`src/pkg/cucc_pkg.sv`:
```
// Purpose: Shared constants for the cache unit configuration chains
// Assumes: Core clock of 50 MHz
// Notes: Boot chain field positions count from the least significant end

package cucc_pkg;

    // =========================================================
    // Clock and serial ROM timing
    // =========================================================
    localparam int CLK_PERIOD_NS = 20;
    localparam int ROM_HALF_NS = 100;
    localparam int ROM_HALF_RAW = (ROM_HALF_NS + CLK_PERIOD_NS - 1) / CLK_PERIOD_NS;
    localparam int ROM_HALF_CYC = (ROM_HALF_RAW < 1) ? 1 : ROM_HALF_RAW;
    localparam int HALF_CNT_W = 8;

    // =========================================================
    // Chain sizes
    // =========================================================
    localparam int BOOT_BITS = 367;
    localparam int BOOT_USED = 303;
    localparam int BIT_CNT_W = 9;
    localparam int RT_BITS = 36;
    localparam int ERR_BITS = 60;
    localparam int STEP_BITS = 6;
    localparam int REG_W = 64;

    // =========================================================
    // Boot chain field positions
    // =========================================================
    localparam int POS_IO32 = 0;
    localparam int POS_SKEW = 1;
    localparam int POS_SKEW_DUP = 2;
    localparam int POS_VICTIM_LO = 3;
    localparam int VICTIM_W = 8;
    localparam int POS_CLEAN_EVICT = 11;
    localparam int POS_BUS_WIDTH_LO = 12;
    localparam int BUS_WIDTH_W = 2;
    localparam int POS_BUS_LAYOUT = 14;
    localparam int POS_CLK_MULT_LO = 15;
    localparam int CLK_MULT_W = 4;
    localparam int POS_SHADOW_TAG = 19;
    localparam int POS_SNOOP_TAG = 20;
    localparam int POS_FAST_OFF = 21;

    // =========================================================
    // Clock multiplier codes
    // =========================================================
    localparam logic [3:0] MULT_1P5 = 4'h1;
    localparam logic [3:0] MULT_2P0 = 4'h2;
    localparam logic [3:0] MULT_2P5 = 4'h4;
    localparam logic [3:0] MULT_3P0 = 4'h8;
    localparam logic [1:0] RSEL_1P5 = 2'h0;
    localparam logic [1:0] RSEL_2P0 = 2'h1;
    localparam logic [1:0] RSEL_2P5 = 2'h2;
    localparam logic [1:0] RSEL_3P0 = 2'h3;

    // =========================================================
    // Privileged register selection
    // =========================================================
    localparam logic SEL_SERIAL_DATA = 1'h0;
    localparam logic SEL_SHIFT_TRIGGER = 1'h1;
    localparam int TRIGGER_BIT = 0;

    typedef enum logic [1:0] {
        CUCC_WAIT_BUILTIN_SELF_TEST,
        CUCC_SHIFT,
        CUCC_DONE
    } cucc_boot_state_t;

endpackage : cucc_pkg

```
`src/pkg/cucc_chain_if.sv`:
```
// Purpose: Connection between the loader and one six-bit stepped chain
// Assumes: Widths match the chain module parameters
// Notes: Load takes priority over shift

`timescale 1ns/10ps
`default_nettype none

interface cucc_chain_if #(
    parameter int W = 36,
    parameter int S = 6
);
    logic load;
    logic [W-1:0] load_data;
    logic shift;
    logic [S-1:0] shift_in;
    logic [S-1:0] shift_out;
    logic [W-1:0] value;

    modport owner (
        output load,
        output load_data,
        output shift,
        output shift_in,
        input shift_out,
        input value
    );

    modport chain (
        input load,
        input load_data,
        input shift,
        input shift_in,
        output shift_out,
        output value
    );
endinterface : cucc_chain_if

`default_nettype wire

```
`src/core/cucc_config_chains.sv`:
```
// Purpose: Boot, runtime and error-capture chains of the cache unit
// Assumes: Privileged access strobes and retire come from the core clock domain
// Notes: Boot load starts once self-test is done after reset

`timescale 1ns/10ps
`default_nettype none

module cucc_config_chains
    import cucc_pkg::*;
(
    // Clock and reset
    input wire logic clk_i,
    input wire logic reset_i,
    // Self-test status
    input wire logic builtin_self_test_done_i,
    // Serial configuration ROM
    input wire logic rom_data_i,
    output logic rom_clk_o,
    output logic rom_enable_o,
    // Privileged register access
    input wire logic preg_priv_i,
    input wire logic preg_wr_i,
    input wire logic preg_rd_i,
    input wire logic preg_sel_i,
    input wire logic [REG_W-1:0] preg_wdata_i,
    input wire logic preg_retire_i,
    output logic [REG_W-1:0] preg_rdata_o,
    output logic preg_rvalid_o,
    // Error capture
    input wire logic err_capture_i,
    input wire logic [ERR_BITS-1:0] err_data_i,
    // Configuration outputs
    output logic cache_ready_o,
    output logic io32_enable_o,
    output logic skewed_fill_bit_o,
    output logic skewed_fill_dup_o,
    output logic [VICTIM_W-1:0] victim_threshold_o,
    output logic clean_evict_enable_o,
    output logic [BUS_WIDTH_W-1:0] system_bus_width_o,
    output logic system_bus_layout_o,
    output logic [CLK_MULT_W-1:0] system_clock_multiplier_o,
    output logic [1:0] ratio_sel_o,
    output logic ratio_valid_o,
    output logic shadow_tag_enable_o,
    output logic snoop_tag_only_o,
    output logic fast_mode_enable_o,
    output logic [RT_BITS-1:0] runtime_chain_o
);

    // =========================================================
    // ROM data synchroniser
    // =========================================================
    logic rom_meta;
    logic rom_sync;

    always_ff @(posedge clk_i) begin
        if (reset_i) begin
            rom_meta <= 1'b0;
            rom_sync <= 1'b0;
        end else begin
            rom_meta <= rom_data_i;
            rom_sync <= rom_meta;
        end
    end

    // =========================================================
    // Boot chain loader
    // =========================================================
    cucc_boot_state_t state;
    cucc_boot_state_t next_state;
    logic [HALF_CNT_W-1:0] half_cnt;
    logic [HALF_CNT_W-1:0] next_half_cnt;
    logic rom_clk;
    logic next_rom_clk;
    logic [BIT_CNT_W-1:0] bit_cnt;
    logic [BIT_CNT_W-1:0] next_bit_cnt;
    logic [BOOT_USED-1:0] boot_chain;
    logic [BOOT_USED-1:0] next_boot_chain;
    logic half_tick;

    assign half_tick = (half_cnt == HALF_CNT_W'(ROM_HALF_CYC - 1));

    always_comb begin
        next_state = state;
        next_half_cnt = half_cnt;
        next_rom_clk = rom_clk;
        next_bit_cnt = bit_cnt;
        next_boot_chain = boot_chain;
        case (state)
            CUCC_WAIT_BUILTIN_SELF_TEST: begin
                if (builtin_self_test_done_i) begin
                    next_state = CUCC_SHIFT;
                    next_half_cnt = '0;
                    next_bit_cnt = '0;
                end
            end
            CUCC_SHIFT: begin
                next_half_cnt = half_tick ? '0 : half_cnt + HALF_CNT_W'(1);
                if (half_tick) begin
                    next_rom_clk = ~rom_clk;
                    if (rom_clk) begin
                        next_boot_chain = {boot_chain[BOOT_USED-2:0], rom_sync};
                        next_bit_cnt = bit_cnt + BIT_CNT_W'(1);
                        if (bit_cnt == BIT_CNT_W'(BOOT_BITS - 1)) begin
                            next_state = CUCC_DONE;
                        end
                    end
                end
            end
            CUCC_DONE: begin
                next_rom_clk = 1'b0;
            end
            default: begin
                next_state = CUCC_WAIT_BUILTIN_SELF_TEST;
            end
        endcase
    end

    always_ff @(posedge clk_i) begin
        if (reset_i) begin
            state <= CUCC_WAIT_BUILTIN_SELF_TEST;
            half_cnt <= '0;
            rom_clk <= 1'b0;
            bit_cnt <= '0;
            boot_chain <= '0;
        end else begin
            state <= next_state;
            half_cnt <= next_half_cnt;
            rom_clk <= next_rom_clk;
            bit_cnt <= next_bit_cnt;
            boot_chain <= next_boot_chain;
        end
    end

    assign rom_clk_o = rom_clk;
    assign rom_enable_o = (state == CUCC_SHIFT);
    assign cache_ready_o = (state == CUCC_DONE);

    // =========================================================
    // Boot field decode
    // =========================================================
    // field slices
    assign io32_enable_o = boot_chain[POS_IO32];
    assign skewed_fill_bit_o = boot_chain[POS_SKEW];
    assign skewed_fill_dup_o = boot_chain[POS_SKEW_DUP];
    assign victim_threshold_o = boot_chain[POS_VICTIM_LO +: VICTIM_W];
    assign clean_evict_enable_o = boot_chain[POS_CLEAN_EVICT];
    assign system_bus_width_o = boot_chain[POS_BUS_WIDTH_LO +: BUS_WIDTH_W];
    assign system_bus_layout_o = boot_chain[POS_BUS_LAYOUT];
    assign system_clock_multiplier_o = boot_chain[POS_CLK_MULT_LO +: CLK_MULT_W];
    assign shadow_tag_enable_o = boot_chain[POS_SHADOW_TAG];
    assign snoop_tag_only_o = boot_chain[POS_SNOOP_TAG];
    assign fast_mode_enable_o = ~boot_chain[POS_FAST_OFF];

    always_comb begin
        ratio_sel_o = RSEL_1P5;
        ratio_valid_o = 1'b1;
        case (system_clock_multiplier_o)
            MULT_1P5: ratio_sel_o = RSEL_1P5;
            MULT_2P0: ratio_sel_o = RSEL_2P0;
            MULT_2P5: ratio_sel_o = RSEL_2P5;
            MULT_3P0: ratio_sel_o = RSEL_3P0;
            default: ratio_valid_o = 1'b0;
        endcase
    end

    // =========================================================
    // Runtime and error chains
    // =========================================================
    cucc_chain_if #(.W(RT_BITS), .S(STEP_BITS)) rt_if ();
    cucc_chain_if #(.W(ERR_BITS), .S(STEP_BITS)) err_if ();

    cucc_shift_chain #(.W(RT_BITS), .S(STEP_BITS)) u_runtime (
        .clk_i(clk_i),
        .reset_i(reset_i),
        .chain_io(rt_if.chain)
    );

    cucc_shift_chain #(.W(ERR_BITS), .S(STEP_BITS)) u_error (
        .clk_i(clk_i),
        .reset_i(reset_i),
        .chain_io(err_if.chain)
    );

    // =========================================================
    // Privileged register access
    // =========================================================
    logic data_wr;
    logic data_rd;
    logic trig_wr;
    logic [STEP_BITS-1:0] stage;
    logic [STEP_BITS-1:0] next_stage;
    logic pending;
    logic next_pending;
    logic [STEP_BITS-1:0] read_buf;
    logic [STEP_BITS-1:0] next_read_buf;
    logic [REG_W-1:0] rdata;
    logic [REG_W-1:0] next_rdata;
    logic rvalid;
    logic next_rvalid;

    assign data_wr = preg_priv_i && preg_wr_i && (preg_sel_i == SEL_SERIAL_DATA);
    assign data_rd = preg_priv_i && preg_rd_i && (preg_sel_i == SEL_SERIAL_DATA);
    assign trig_wr = preg_priv_i && preg_wr_i && (preg_sel_i == SEL_SHIFT_TRIGGER)
        && preg_wdata_i[TRIGGER_BIT];

    assign rt_if.load = 1'b0;
    assign rt_if.load_data = '0;
    assign rt_if.shift = pending && preg_retire_i;
    assign rt_if.shift_in = stage;

    assign err_if.load = err_capture_i;
    assign err_if.load_data = err_data_i;
    assign err_if.shift = trig_wr;
    assign err_if.shift_in = '0;

    always_comb begin
        next_stage = stage;
        next_pending = pending;
        next_read_buf = read_buf;
        next_rdata = rdata;
        next_rvalid = 1'b0;
        if (data_wr) begin
            next_stage = preg_wdata_i[STEP_BITS-1:0];
            next_pending = 1'b1;
        end else if (preg_retire_i) begin
            next_pending = 1'b0;
        end
        if (trig_wr) begin
            next_read_buf = err_if.shift_out;
        end
        if (data_rd) begin
            next_rdata = {{(REG_W - STEP_BITS){1'b0}}, read_buf};
            next_rvalid = 1'b1;
        end
    end

    always_ff @(posedge clk_i) begin
        if (reset_i) begin
            stage <= '0;
            pending <= 1'b0;
            read_buf <= '0;
            rdata <= '0;
            rvalid <= 1'b0;
        end else begin
            stage <= next_stage;
            pending <= next_pending;
            read_buf <= next_read_buf;
            rdata <= next_rdata;
            rvalid <= next_rvalid;
        end
    end

    assign preg_rdata_o = rdata;
    assign preg_rvalid_o = rvalid;
    assign runtime_chain_o = rt_if.value;

    // =========================================================
    // Assertions
    // =========================================================
    property p_boot_count;
        @(posedge clk_i) disable iff (reset_i)
        $rose(cache_ready_o) |-> (bit_cnt == BIT_CNT_W'(BOOT_BITS));
    endproperty
    a_boot_count: assert property (p_boot_count)
        else $error("Boot load ended with wrong bit count");

    property p_ready_hold;
        @(posedge clk_i) disable iff (reset_i)
        cache_ready_o |-> (bit_cnt == BIT_CNT_W'(BOOT_BITS)) && !rom_enable_o;
    endproperty
    a_ready_hold: assert property (p_ready_hold)
        else $error("Cache ready during boot load");

    property p_boot_shift;
        @(posedge clk_i) disable iff (reset_i)
        (state == CUCC_SHIFT && half_tick && rom_clk) |=>
            (boot_chain[0] == $past(rom_sync)) && (boot_chain[1] == $past(boot_chain[0]));
    endproperty
    a_boot_shift: assert property (p_boot_shift)
        else $error("Boot chain did not shift the ROM bit in");

    property p_stage;
        @(posedge clk_i) disable iff (reset_i)
        data_wr |=> pending && (stage == $past(preg_wdata_i[STEP_BITS-1:0]));
    endproperty
    a_stage: assert property (p_stage)
        else $error("Data write not staged");

    property p_runtime_shift;
        @(posedge clk_i) disable iff (reset_i)
        (pending && preg_retire_i) |=>
            (runtime_chain_o == {$past(runtime_chain_o[RT_BITS-STEP_BITS-1:0]), $past(stage)});
    endproperty
    a_runtime_shift: assert property (p_runtime_shift)
        else $error("Runtime chain did not take six staged bits");

    property p_runtime_still;
        @(posedge clk_i) disable iff (reset_i)
        !(pending && preg_retire_i) |=> $stable(runtime_chain_o);
    endproperty
    a_runtime_still: assert property (p_runtime_still)
        else $error("Runtime chain changed without a retired write");

    property p_err_destroy;
        @(posedge clk_i) disable iff (reset_i)
        (trig_wr && !err_capture_i) |=> (err_if.value[STEP_BITS-1:0] == '0);
    endproperty
    a_err_destroy: assert property (p_err_destroy)
        else $error("Error bits not removed by trigger");

    property p_trigger;
        @(posedge clk_i) disable iff (reset_i)
        trig_wr |=> (read_buf == $past(err_if.value[ERR_BITS-1 -: STEP_BITS]));
    endproperty
    a_trigger: assert property (p_trigger)
        else $error("Trigger did not move error bits");

    property p_read;
        @(posedge clk_i) disable iff (reset_i)
        data_rd |=> preg_rvalid_o && (preg_rdata_o == {{(REG_W - STEP_BITS){1'b0}}, $past(read_buf)});
    endproperty
    a_read: assert property (p_read)
        else $error("Data read returned wrong bits");

    property p_ratio;
        @(posedge clk_i) disable iff (reset_i)
        ratio_valid_o |-> (system_clock_multiplier_o == (CLK_MULT_W'(1) << ratio_sel_o));
    endproperty
    a_ratio: assert property (p_ratio)
        else $error("Clock multiplier decode mismatch");

    property p_fast;
        @(posedge clk_i) disable iff (reset_i)
        cache_ready_o |-> (fast_mode_enable_o != boot_chain[POS_FAST_OFF]);
    endproperty
    a_fast: assert property (p_fast)
        else $error("Fast mode not turned off by its bit");

endmodule : cucc_config_chains

`default_nettype wire

```
`src/core/cucc_shift_chain.sv`:
```
// Purpose: Serial chain that moves a fixed group of bits per step
// Assumes: Parameters match the connected interface
// Notes: Bits leave at the top end, new bits enter at the bottom

`timescale 1ns/10ps
`default_nettype none

module cucc_shift_chain
    import cucc_pkg::*;
#(
    parameter int W = RT_BITS,
    parameter int S = STEP_BITS
) (
    // Clock and reset
    input wire logic clk_i,
    input wire logic reset_i,
    // Chain access
    cucc_chain_if.chain chain_io
);

    logic [W-1:0] value;
    logic [W-1:0] next_value;

    always_comb begin
        next_value = value;
        if (chain_io.load) begin
            next_value = chain_io.load_data;
        end else if (chain_io.shift) begin
            next_value = {value[W-S-1:0], chain_io.shift_in};
        end
    end

    always_ff @(posedge clk_i) begin
        if (reset_i) begin
            value <= '0;
        end else begin
            value <= next_value;
        end
    end

    assign chain_io.value = value;
    assign chain_io.shift_out = value[W-1 -: S];

endmodule : cucc_shift_chain

`default_nettype wire

```
`config.mk`:
```
export PLATFORM = sky130hd
export DESIGN_NAME = cucc_config_chains
export DESIGN_NICKNAME = d
export VERILOG_FILES = /design/src/pkg/cucc_pkg.sv /design/src/pkg/cucc_chain_if.sv /design/src/core/cucc_config_chains.sv /design/src/core/cucc_shift_chain.sv
export SDC_FILE = /design/constraint.sdc
export NUM_CORES = 1
export LEC_CHECK = 0
export ABC_CLOCK_PERIOD_IN_PS = 2460
export BUFFER_PORTS_ARGS = -buffer_cell sky130_fd_sc_hd__buf_2
export CORE_MARGIN = 10
export CORE_UTILIZATION = 45
export DETAILED_ROUTE_END_ITERATION = 10
export PLACE_DENSITY = 0.77
export SYNTH_ARGS = -nofsm -noshare
export SYNTH_HDL_FRONTEND = slang
export SYNTH_SLANG_ARGS = --single-unit
```
`constraint.sdc`:
```
create_clock -name clk_i -period 2.46 [get_ports clk_i]
set_input_delay 0.492 -clock clk_i [delete_from_list [all_inputs] [get_ports clk_i]]
set_output_delay 0.492 -clock clk_i [all_outputs]
set_load 0.02 [all_outputs]
```
== Word-level counts from Yosys, hierarchy flattened ==
Cells that the tools add are included.

* Add/subtract/negate cells: 2
* Multiply operators: 0
* Div/mod/pow operators: 0
* Order comparisons: 0
* Eq/ne operators: 12
* Shift operators: 0
* Mux-type cells: 21
* Bitwise operators: 4
* Reductions and logical operators: 18

{| class="wikitable"
|+ Operator list
! cell !! number
|-
| 2-to-1 mux 60 bit || 2
|-
| 2-to-1 mux 9 bit || 3
|-
| case mux 9 bit (2 select lines) || 1
|-
| 2-to-1 mux 8 bit || 2
|-
| case mux 8 bit (2 select lines) || 1
|-
| case mux 2 bit (3 select lines) || 2
|-
| adder 9 x 1 -> 9 bit, second input constant || 1
|-
| equality test 9 bit, second input constant || 1
|-
| adder 8 x 1 -> 8 bit, second input constant || 1
|-
| equality test 8 x 3 -> 1 bit, second input constant || 1
|-
| 2-to-1 mux 2 bit || 4
|-
| nonzero test 2 bit || 4
|-
| logical AND 1 bit || 7
|-
| inequality test 2 x 1 -> 1 bit, second input constant || 3
|-
| 2-to-1 mux 1 bit || 5
|-
| AND reduction 5 bit || 1
|-
| equality test 4 x 1 -> 1 bit, second input constant || 1
|-
| equality test 4 x 2 -> 1 bit, second input constant || 1
|-
| equality test 4 x 3 -> 1 bit, second input constant || 1
|-
| equality test 4 bit, second input constant || 1
|-
| inverter 1 bit || 4
|-
| AND reduction 2 bit || 2
|-
| AND reduction 4 bit || 1
|-
| OR reduction 4 bit || 1
|-
| other kinds (6) || 6
|}

* Flip-flop bits (word level): 160
* Latch bits: 0
* Memory bits (writable): 0
* Memory bits (read-only): 0
* Input port bits: 134
* Output and inout port bits: 129
* Word-level logic and storage cells: 71
* Memories: 0

== Logic depth before layout (Yosys ltp) ==
Gate-level depths: netlist of run 1.

* Depth in word-level cells: 5
* Depth in mapped cells: 7
* Mapped depth without buffers: 6

== Hierarchy ==
From an unflattened synthesis of run 1, not the netlist that was laid out.

* Cells, all modules: 832
* Area total of the unflattened synthesis: 8207.9 µm²

{| class="wikitable"
|+ By module, submodules not included
! module !! instances !! cells each !! area an instance (µm²)
|-
| cucc_config_chains || 1 || 393 || 3258.1
|-
| cucc_shift_chain (u_error) || 1 || 273 || 3190.6
|-
| cucc_shift_chain (u_runtime) || 1 || 166 || 1759.2
|}

== Worst setup path before layout of run 1 ==
OpenSTA, ideal clock, no wires.

* Kind: reg2reg
* Start point: register half_cnt[0]
* End point: register boot_chain[12]
* Arrival: 1.863 ns
* Required time: 2.388 ns
* Slack: 0.525 ns
* Cell stages (with the launch flop): 8
* Buffers on the path: 2
* Clock period less this slack: 1.935 ns
* Path through: dfxtp_1 inv_1 ha_1 or4b_1 buf_2 nor4_4 buf_6 mux2i_1

* Word-level cells in the longest chain between the ends: 2

{| class="wikitable"
|+ RTL lines
! item !! line !! source
|-
| start: declaration || cucc_config_chains.sv:71 || <nowiki>logic [HALF_CNT_W-1:0] half_cnt;</nowiki>
|-
| start signal: assignment || cucc_config_chains.sv:128 || <nowiki>half_cnt <= next_half_cnt;</nowiki>
|-
| equality test 8 x 3 -> 1 bit || cucc_config_chains.sv:81 || <nowiki>assign half_tick = (half_cnt == HALF_CNT_W'(ROM_HALF_CYC - 1));</nowiki>
|-
| AND reduction 3 bit (no line) || -- ||
|-
| end signal: assignment || cucc_config_chains.sv:131 || <nowiki>boot_chain <= next_boot_chain;</nowiki>
|-
| end: declaration || cucc_config_chains.sv:77 || <nowiki>logic [BOOT_USED-1:0] boot_chain;</nowiki>
|}

No other way between the ends.
A chain may end at the register's enable or synchronous reset.

== Worst setup path after layout of run 1 ==
* Start point: register half_cnt[0]
* End point: register boot_chain[9]

The elaborated chain is that of the path after synthesis.

==> results of run 1 <==
-- power breakdown --
| part | total [mW] | internal (mW) | switching [mW] |
|---|---|---|---|
| sequential | 2.70 | 2.66 | 0.0399 |
| combinational | 0.465 | 0.180 | 0.285 |
| clock | 2.77 | 1.63 | 1.14 |
-- area by class of cell --
type,count,area [µm²]
clock buffers,17,425.4
clock inverters,15,191.4
fillers,1490,7397
inverters,5,18.77
multi-input cells,569,3541
flip-flops and latches,160,3203
well taps,216,270.3
repair buffers,153,838.3
-- layer usage --
| metal | wire (µm) | track usage (%) |
|---|---|---|
| met5 | 0 | 0 |
| met3 | 1134 | 5.252 |
| met4 | 150 | 4.906 |
| met1 | 7619 | 18.02 |
| met2 | 7384 | 22.57 |
-- sequential cells by signal, summed over array words and instances, names as in the netlist --
name and count:
rom_sync 1, pending 1, rom_clk_o 1, half_cnt 8
rt_if.shift_in 6, preg_rvalid_o 1, u_runtime.chain_io.value 36, boot_chain 22
preg_rdata_o 6, state 2, rom_meta 1, u_error.chain_io.value 60
bit_cnt 9, read_buf 6
-- through the flow --
| stage | util (%) | area, µm² |
|---|---|---|
| 6_report | 53.43 | 8488 |
| 3_3_place_gp | 49.55 | 7871 |
| 5_1_grt | 53.43 | 8488 |
| 3_5_place_dp | 49.55 | 7871 |
| 2_1_floorplan | - | 7513 |
| 4_1_cts | 53.43 | 8488 |
-- critical path, stage by stage (launching register included) --
cell     delay [ps]
dfxtp_1         330
inv_1           100
ha_1            190
or4b_1          580
nor4_4          350
buf_12          230
mux2i_1         210
-- worst paths after layout --
check	from	end	slack, ps	cells after the start
worst max-delay path	half_cnt[0]	boot_chain[9]	390	6
worst min-delay path	rom_data_i	rom_meta	290	2
worst max register to register	half_cnt[0]	boot_chain[9]	390	6
worst min register to register	preg_rdata_o[1]	preg_rdata_o[1]	450	2
-- kinds of logic (layout without fill, tap and decap cells) --
group,after synthesis,count (layout)
simple gates,276,276
flops,160,160
mux,133,133
buf+inv,127,190
compound gates,92,92
xor+xnor,6,6
fa+ha+maj,4,4
other cells,1,58
-- cell usage in the layout, fill, tap and decap left out, drive strengths merged, types with 3 or more instances in the layout --
master    n
xor2      4
nand2   105
nand4     6
ha        4
nor2     69
nand3b    9
inv      14
o21ai    11
mux2     48
nor4      3
nor2b    12
buf     153
nor3      6
or4       5
clkbuf   17
a21oi    67
dfxtp   160
o31ai     6
bufinv    3
mux2i    85
nand2b   25
and3      4
conb     58
nand3    18
==> impl_metrics.ini, run 1 <==
[sta]
setup_viol = 0
finClkSkew_ps = 8.803
min_period_ps = 2075
finalHoldViolations = 0
holdWs_ps = 286.4
tns_ps = 0
slew_headroom_pct = 18.93
worst_pin_slew_ps = 1216
min_period_over_period_pct = 84.34
worst_slack_ps = 385.3
rsz0062_at_grt = no
slew_viol_final = 0
max_freq_ghz = 0.4820

[synth]
ys_warn_count = 0
ys_seq_elements = 160
synth_seq_area_share_pct = 43.88
syn_area_mm2 = 0.007300
synth.area.mux_share_pct = 19.06
synth_ff_type = dfxtp_1
yosys.area_share.adder_pct = 0.6856
synth_simple_gate_area_share_pct = 18.12
synth_edf_count = 0
synth.avg_cell_area_um2 = 9.136
syn-instance-count = 799
synth_top_area_share_pct = 43.88
synth.area.top_cells = dfxtp_1 44%, mux2i_1 12%, buf_4 7.4%, nand2_1 5.4%, mux2_1 5.2%
synth_compound_area_share_pct = 6.942
synthTopCellsByCount = 160 x dfxtp_1, 105 x nand2_1, 85 x mux2i_1
synth_xor_area_share_pct = 0.7199
synth_top_area_cell = dfxtp_1
synth.distinct_cells = 46
async_flop_share_pct = 0
synth_top_family_by_area = multiplexers
synth.most_common_cell = dfxtp_1

[worst_setup_path]
setup.worst_path.end_class = flip-flop
arrival_ps = 2420
criticalPathCategory = reg2reg
worstSetupStartpointType = flip-flop
cp_max_fo = 22
critical_path_required_ps = 2810

[cts]
post_cts_buffers = 0
root_buffer = clkbuf_16
cts_tree = built
htreeDepth = 4
cts.sinks = 160
cts_made_buffers = 17
hold_buffers = 0
clk_pin_slew_ps = 70
max-clock-path-buffers = 2
cts_resized = 0
clk_latency_ps = 420

[global_routing]
grt_pass1_wl_um = 26210
grt_pass1_vias = 5299
grt_max_degree = 76
antenna_found_initial = 0
overflow = 0
grt_use_total_pct = 14.45

[drt]
drt_wl_total_um = 16290
wl_per_cell_um = 14.35
drt-pass1-iter-count = 4
route.vias.total = 5421
ant_nets = 0
drc_errors = 0
drt_iter0_drc = 278
viasPerCell = 4.776

[die]
die_x_um = 147.4
core_region_area_mm2 = 0.01589
dieArea_mm2 = 0.02172
die_h_um = 147.4
start_util_pct = 45.95
rows = 46
ioPinCount = 263

[placement]
pre_cts_slack_ps = 392.1
placed_cells = 1103
gp_congestion = 0.7816
hpwl_um = 11620
io_buffers = 146

[pwr]
power_mw = 5.940
leakage_nw = 3.792
max-vdd-ir-drop_uv = 465.8
cellPowerDensity_mw_per_mm2 = 699.8

[run_status]
status = finished clean

[layout]
stdcell_count = 1135
n_antenna_cell = 0
area_delta_synth_final_pct = 16.28
nets = 1044
final_layout_size_suffix_gt1_share_pct = 22.31

[worst_hold_path]
hold_class = in2reg

[flow_run]
drv_cap = 0
Power figures use the tool's default switching activity.
==> run 2: changes to the inputs <==
- ABC_CLOCK_PERIOD_IN_PS: 2460 -> 1950
- clock period: 2.46 -> 1.95 ns (I/O delays scaled with it)
==> impl_metrics.ini, run 2 (synthesized netlist as in run 1, its figures left out) <==
[die]
core_region_area_mm2 = 0.01589
dieArea_mm2 = 0.02172
rows = 46
ioPinCount = 263
start_util_pct = 45.95
die_h_um = 147.4
die_x_um = 147.4

[pwr]
clockPowerShare_pct = 46.2
internal-power_mw = 5.735
comb_power_share_pct = 8.2
p_seq_share_pct = 45.6
p_switching_mw = 1.733
max-vdd-ir-drop_uv = 592.3
leakage_nw = 3.887
swShare_pct = 23.21
cellPowerDensity_mw_per_mm2 = 861.4

[global_routing]
grt_pass1_wl_um = 26780
antenna_found_initial = 1
overflow = 0
grt_use_total_pct = 14.73
grt_max_degree = 76
grt_pass1_vias = 5471

[cts]
clk_pin_slew_ps = 60
max-clock-path-buffers = 2
cts.sinks = 160
clk_latency_ps = 420
cts_made_buffers = 17
hold_buffers = 0
root_buffer = clkbuf_16
htreeDepth = 4
cts_tree = built

[sta]
tns_ps = 0
finClkSkew_ps = 7.019
slew_viol_final = 0
min_period_ps = 1845
finalHoldViolations = 0
holdWs_ps = 183.1
max_freq_ghz = 0.5421
setup_viol = 0
rsz0062_at_grt = yes
min_period_over_period_pct = 94.60

[drt]
route.vias.total = 5550
drt_iter0_drc = 263
viasPerCell = 4.814
drt-pass1-iter-count = 6
drc_errors = 0
drt_wl_total_um = 16500
wl_per_cell_um = 14.31
ant_nets = 0

[worst_setup_path]
criticalPathCategory = reg2reg
critical_path_required_ps = 2290
rrSetupSlack_ps = 110
cp_max_fo = 6
setup.worst_path.end_class = flip-flop
worstSetupStartpointType = flip-flop
arrival_ps = 2190

[placement]
hpwl_um = 11820
gp_congestion = 0.7753
io_buffers = 146

[layout]
area_delta_synth_final_pct = 18.77
regMostFlops = u_error.chain_io.value
final_common_cell = dfxtp_1
largest_reg_flops = 60
top_regs = u_error.chain_io.value: 60 flops, u_runtime.chain_io.value: 36 flops, boot_chain: 22 flops
nets = 1061
final_layout_size_suffix_gt1_share_pct = 24.25
final_cell_mix = 159 x dfxtp_1, 144 x buf_2, 105 x nand2_1

[worst_hold_path]
hold_class = in2reg

[flow_run]
drv_cap = 0

[run_status]
status = finished clean
==> run 2: changes by cell type in the layout (fill, tap and decap cells not counted), moves of 2 or more <==
cell	change
inv_6	-5
clkinv_4	+2
buf_4	+15
clkbuf_8	+3
inv_8	-2
clkinvlp_4	+2
==> run 2: through the flow <==
| step | power [mW] | utilization (%) | area, µm² | std cells | setup WS [ps] |
|---|---|---|---|---|---|
| 5_1_grt | 7.763 | 54.56 | 8667 | 1152 | -5.814 |
| 3_5_place_dp | 4.084 | 50.17 | 7969 | 1116 | 4.205 |
| 2_1_floorplan | 3.986 | - | 7513 | 856 | 15.35 |
| 6_report | 7.468 | 54.58 | 8670 | 1153 | 105.4 |
| 3_3_place_gp | 4.071 | 50.17 | 7969 | 1116 | 81.29 |
| 4_1_cts | 7.543 | 54.48 | 8655 | 1152 | 21.39 |
==> run 2: power by group through the flow <==
| stage | logic [mW] | clock network [mW] | registers (mW) |
|---|---|---|---|
| final | 0.615 | 3.45 | 3.40 |
| after global routing | 0.683 | 3.67 | 3.41 |
| after global placement | 0.596 | 0 | 3.47 |
| after detailed placement | 0.606 | 0 | 3.48 |
| after floorplan | 0.526 | 0 | 3.46 |
| after CTS | 0.610 | 3.53 | 3.41 |
==> run 2: cell type report <==
cell class,instances,area (µm²)
clock inverters,11,152.6
clock buffers,21,470.5
well taps,216,270.3
multi-input cells,569,3556
repair buffers,170,994.7
inverters,5,18.77
flip-flops and latches,160,3204
fillers,1477,7216
diodes,1,2.502
==> run 2: worst paths after layout <==
path / startpoint / endpoint / cells after the start
max: half_cnt[0] / boot_chain[20] / 7
min: rom_data_i / rom_meta / 2
max reg2reg: half_cnt[0] / boot_chain[20] / 7
min reg2reg: preg_rdata_o[4] / preg_rdata_o[4] / 2
==> run 2: routing by layer <==
layer	vias up	part of all wire (%)	global-route usage [%]
li1	2833	-	-
met4	0	1.1	4.906
met3	14	7.7	5.651
met5	-	0	0
met1	2548	46	18.00
met2	155	45	23.29
==> run 2: critical path, cell delays in order (launching register included) <==
cell and delay [ps]:
dfxtp_1 310, inv_2 60, ha_2 170, or4b_4 480, nor4_4 140, buf_4 180, bufbuf_16 270, mux2i_1 170
==> run 2: what timing repair did <==
action | 4_1_cts | 5_1_grt
pin swaps | 1 | 1
endpoints found under the hold margin | 0 | 0
gates cloned | 2 | 0
resized for setup | 1 | 7
setup endpoints to repair | 1 | 26
buffers inserted | 2 | 0
==> run 3: changes to the inputs <==
- ABC_CLOCK_PERIOD_IN_PS: 1950 -> 2200
- clock period: 1.95 -> 2.2 ns (I/O delays scaled with it)
==> impl_metrics.ini, run 3 (synthesized netlist as in run 1, its figures left out) <==
[layout]
top_regs = u_error.chain_io.value: 60 flops, u_runtime.chain_io.value: 36 flops, boot_chain: 22 flops
nets = 1055
area_delta_synth_final_pct = 17.18
regMostFlops = u_error.chain_io.value
n_antenna_cell = 0
fin_util_pct = 53.84
final_layout_size_suffix_gt1_share_pct = 23.04
largest_reg_flops = 60
final_common_cell = dfxtp_1
final_area_mm2 = 0.008553
final_cell_mix = 160 x dfxtp_1, 144 x buf_2, 105 x nand2_1
nFillCells = 1511

[cts]
cts_tree = built
clk_latency_ps = 410
cts_made_buffers = 17
cts.sinks = 160
post_cts_buffers = 0
htreeDepth = 4
hold_buffers = 0
cts_resized = 0
clk_pin_slew_ps = 60
max-clock-path-buffers = 2
root_buffer = clkbuf_16

[worst_hold_path]
whs_endpoint = rom_meta
hold_class = in2reg
worstHoldStart = rom_data_i
hold_depth = 2

[worst_setup_path]
worstSetupStartpointType = flip-flop
cpMaxStageDelayCell = or4b_1
cp_max_fo = 22
rr_endpoint = boot_chain[6]
rrSetupSlack_ps = 170
cpPeakStageDelay_ps = 570
timing.rr.start = half_cnt[0]
arrival_ps = 2370
critical_path_required_ps = 2540
rr_worst_depth = 6
criticalPathCategory = reg2reg
setup.worst_path.end_class = flip-flop
crit_chain = inv_1, ha_1, or4b_1, nor4_4, buf_12, mux2i_1

[sta]
min_period_over_period_pct = 92.38
max_freq_ghz = 0.4921
tns_ps = 0
worst_pin_slew_ps = 889.0
finalHoldViolations = 0
setup_viol = 0
finClkSkew_ps = 7.937
rsz0062_at_grt = no
min_period_ps = 2032
slew_viol_final = 0
holdWs_ps = 254.5
slew_headroom_pct = 40.61

[flow_run]
drv_cap = 0

[die]
start_util_pct = 45.95
core_region_area_mm2 = 0.01589
ioPinCount = 263
rows = 46
die_x_um = 147.4
die_h_um = 147.4
dieArea_mm2 = 0.02172

[drt]
drt_iter0_drc = 226
viasPerCell = 4.785
wl_per_cell_um = 14.07
route.vias.total = 5479
drc_errors = 0
ant_nets = 0
drt-pass1-iter-count = 4
drt_wl_total_um = 16110

[placement]
hpwl_um = 11970
io_buffers = 146
place_area_mm2 = 0.007979
gp_congestion = 0.7836

[global_routing]
grt_max_degree = 76
antenna_found_initial = 1
grt_pass1_wl_um = 26230
grt_use_total_pct = 14.41
overflow = 0
grt_pass1_vias = 5266

[pwr]
max-vdd-ir-drop_uv = 482.2
cellPowerDensity_mw_per_mm2 = 745.2
leakage_nw = 3.832

[run_status]
status = finished clean
==> run 3: layout make-up <==
cell class	count	area, µm²	area share, %
multi-input cells	569	3541	41.40
inverters	5	18.77	0.2194
clock inverters	10	103.9	1.214
flip-flops and latches	160	3203	37.45
well taps	216	270.3	3.160
repair buffers	164	945.9	11.06
clock buffers	21	470.5	5.500
==> run 3: power breakdown <==
group / switching (mW) / internal (mW) / leakage [nW]
registers: 0.0437 / 2.98 / 1.30
logic: 0.321 / 0.211 / 2.25
clock network: 1.17 / 1.66 / 0.280
==> run 3: worst max-delay path by stage <==
stage | startpoint | to | slack [ps] | cells after the start
floorplan | half_cnt[0] | boot_chain[12] | 270 | 7
global placement | preg_wr_i | u_error.chain_io.value[41] | 160 | 6
detailed placement | preg_wr_i | u_error.chain_io.value[44] | 140 | 6
CTS | half_cnt[0] | boot_chain[2] | 160 | 6
global route | half_cnt[0] | bit_cnt[3] | 3 | 6
finish | half_cnt[0] | boot_chain[6] | 170 | 6
==> run 3: critical path: cells and delay by family (launching register included) <==
family	cells	cell delay, ps
and+or+nand+nor	2	920
buffers and inverters	2	330
adders and majority gates	1	170
DFF	1	330
muxes	1	200
==> run 3: through the flow <==
| stage | setup slack, ps | std cells | power, mW |
|---|---|---|---|
| floorplan | 265.4 | 856 | 3.533 |
| global placement | 155.4 | 1114 | 3.602 |
| detailed placement | 135.9 | 1114 | 3.612 |
| CTS | 163.5 | 1145 | 6.455 |
| global route | 2.766 | 1145 | 6.669 |
| finish | 167.7 | 1145 | 6.374 |
==> run 3: layer usage <==
layer	wire (µm)	share of wire (%)	track usage, %	vias up
met5	13	0.081	0	-
met4	221	1.4	5.055	2
met3	1162	7.2	5.467	19
met2	7247	45	21.89	141
met1	7462	46	18.28	2501
li1	-	-	-	2816
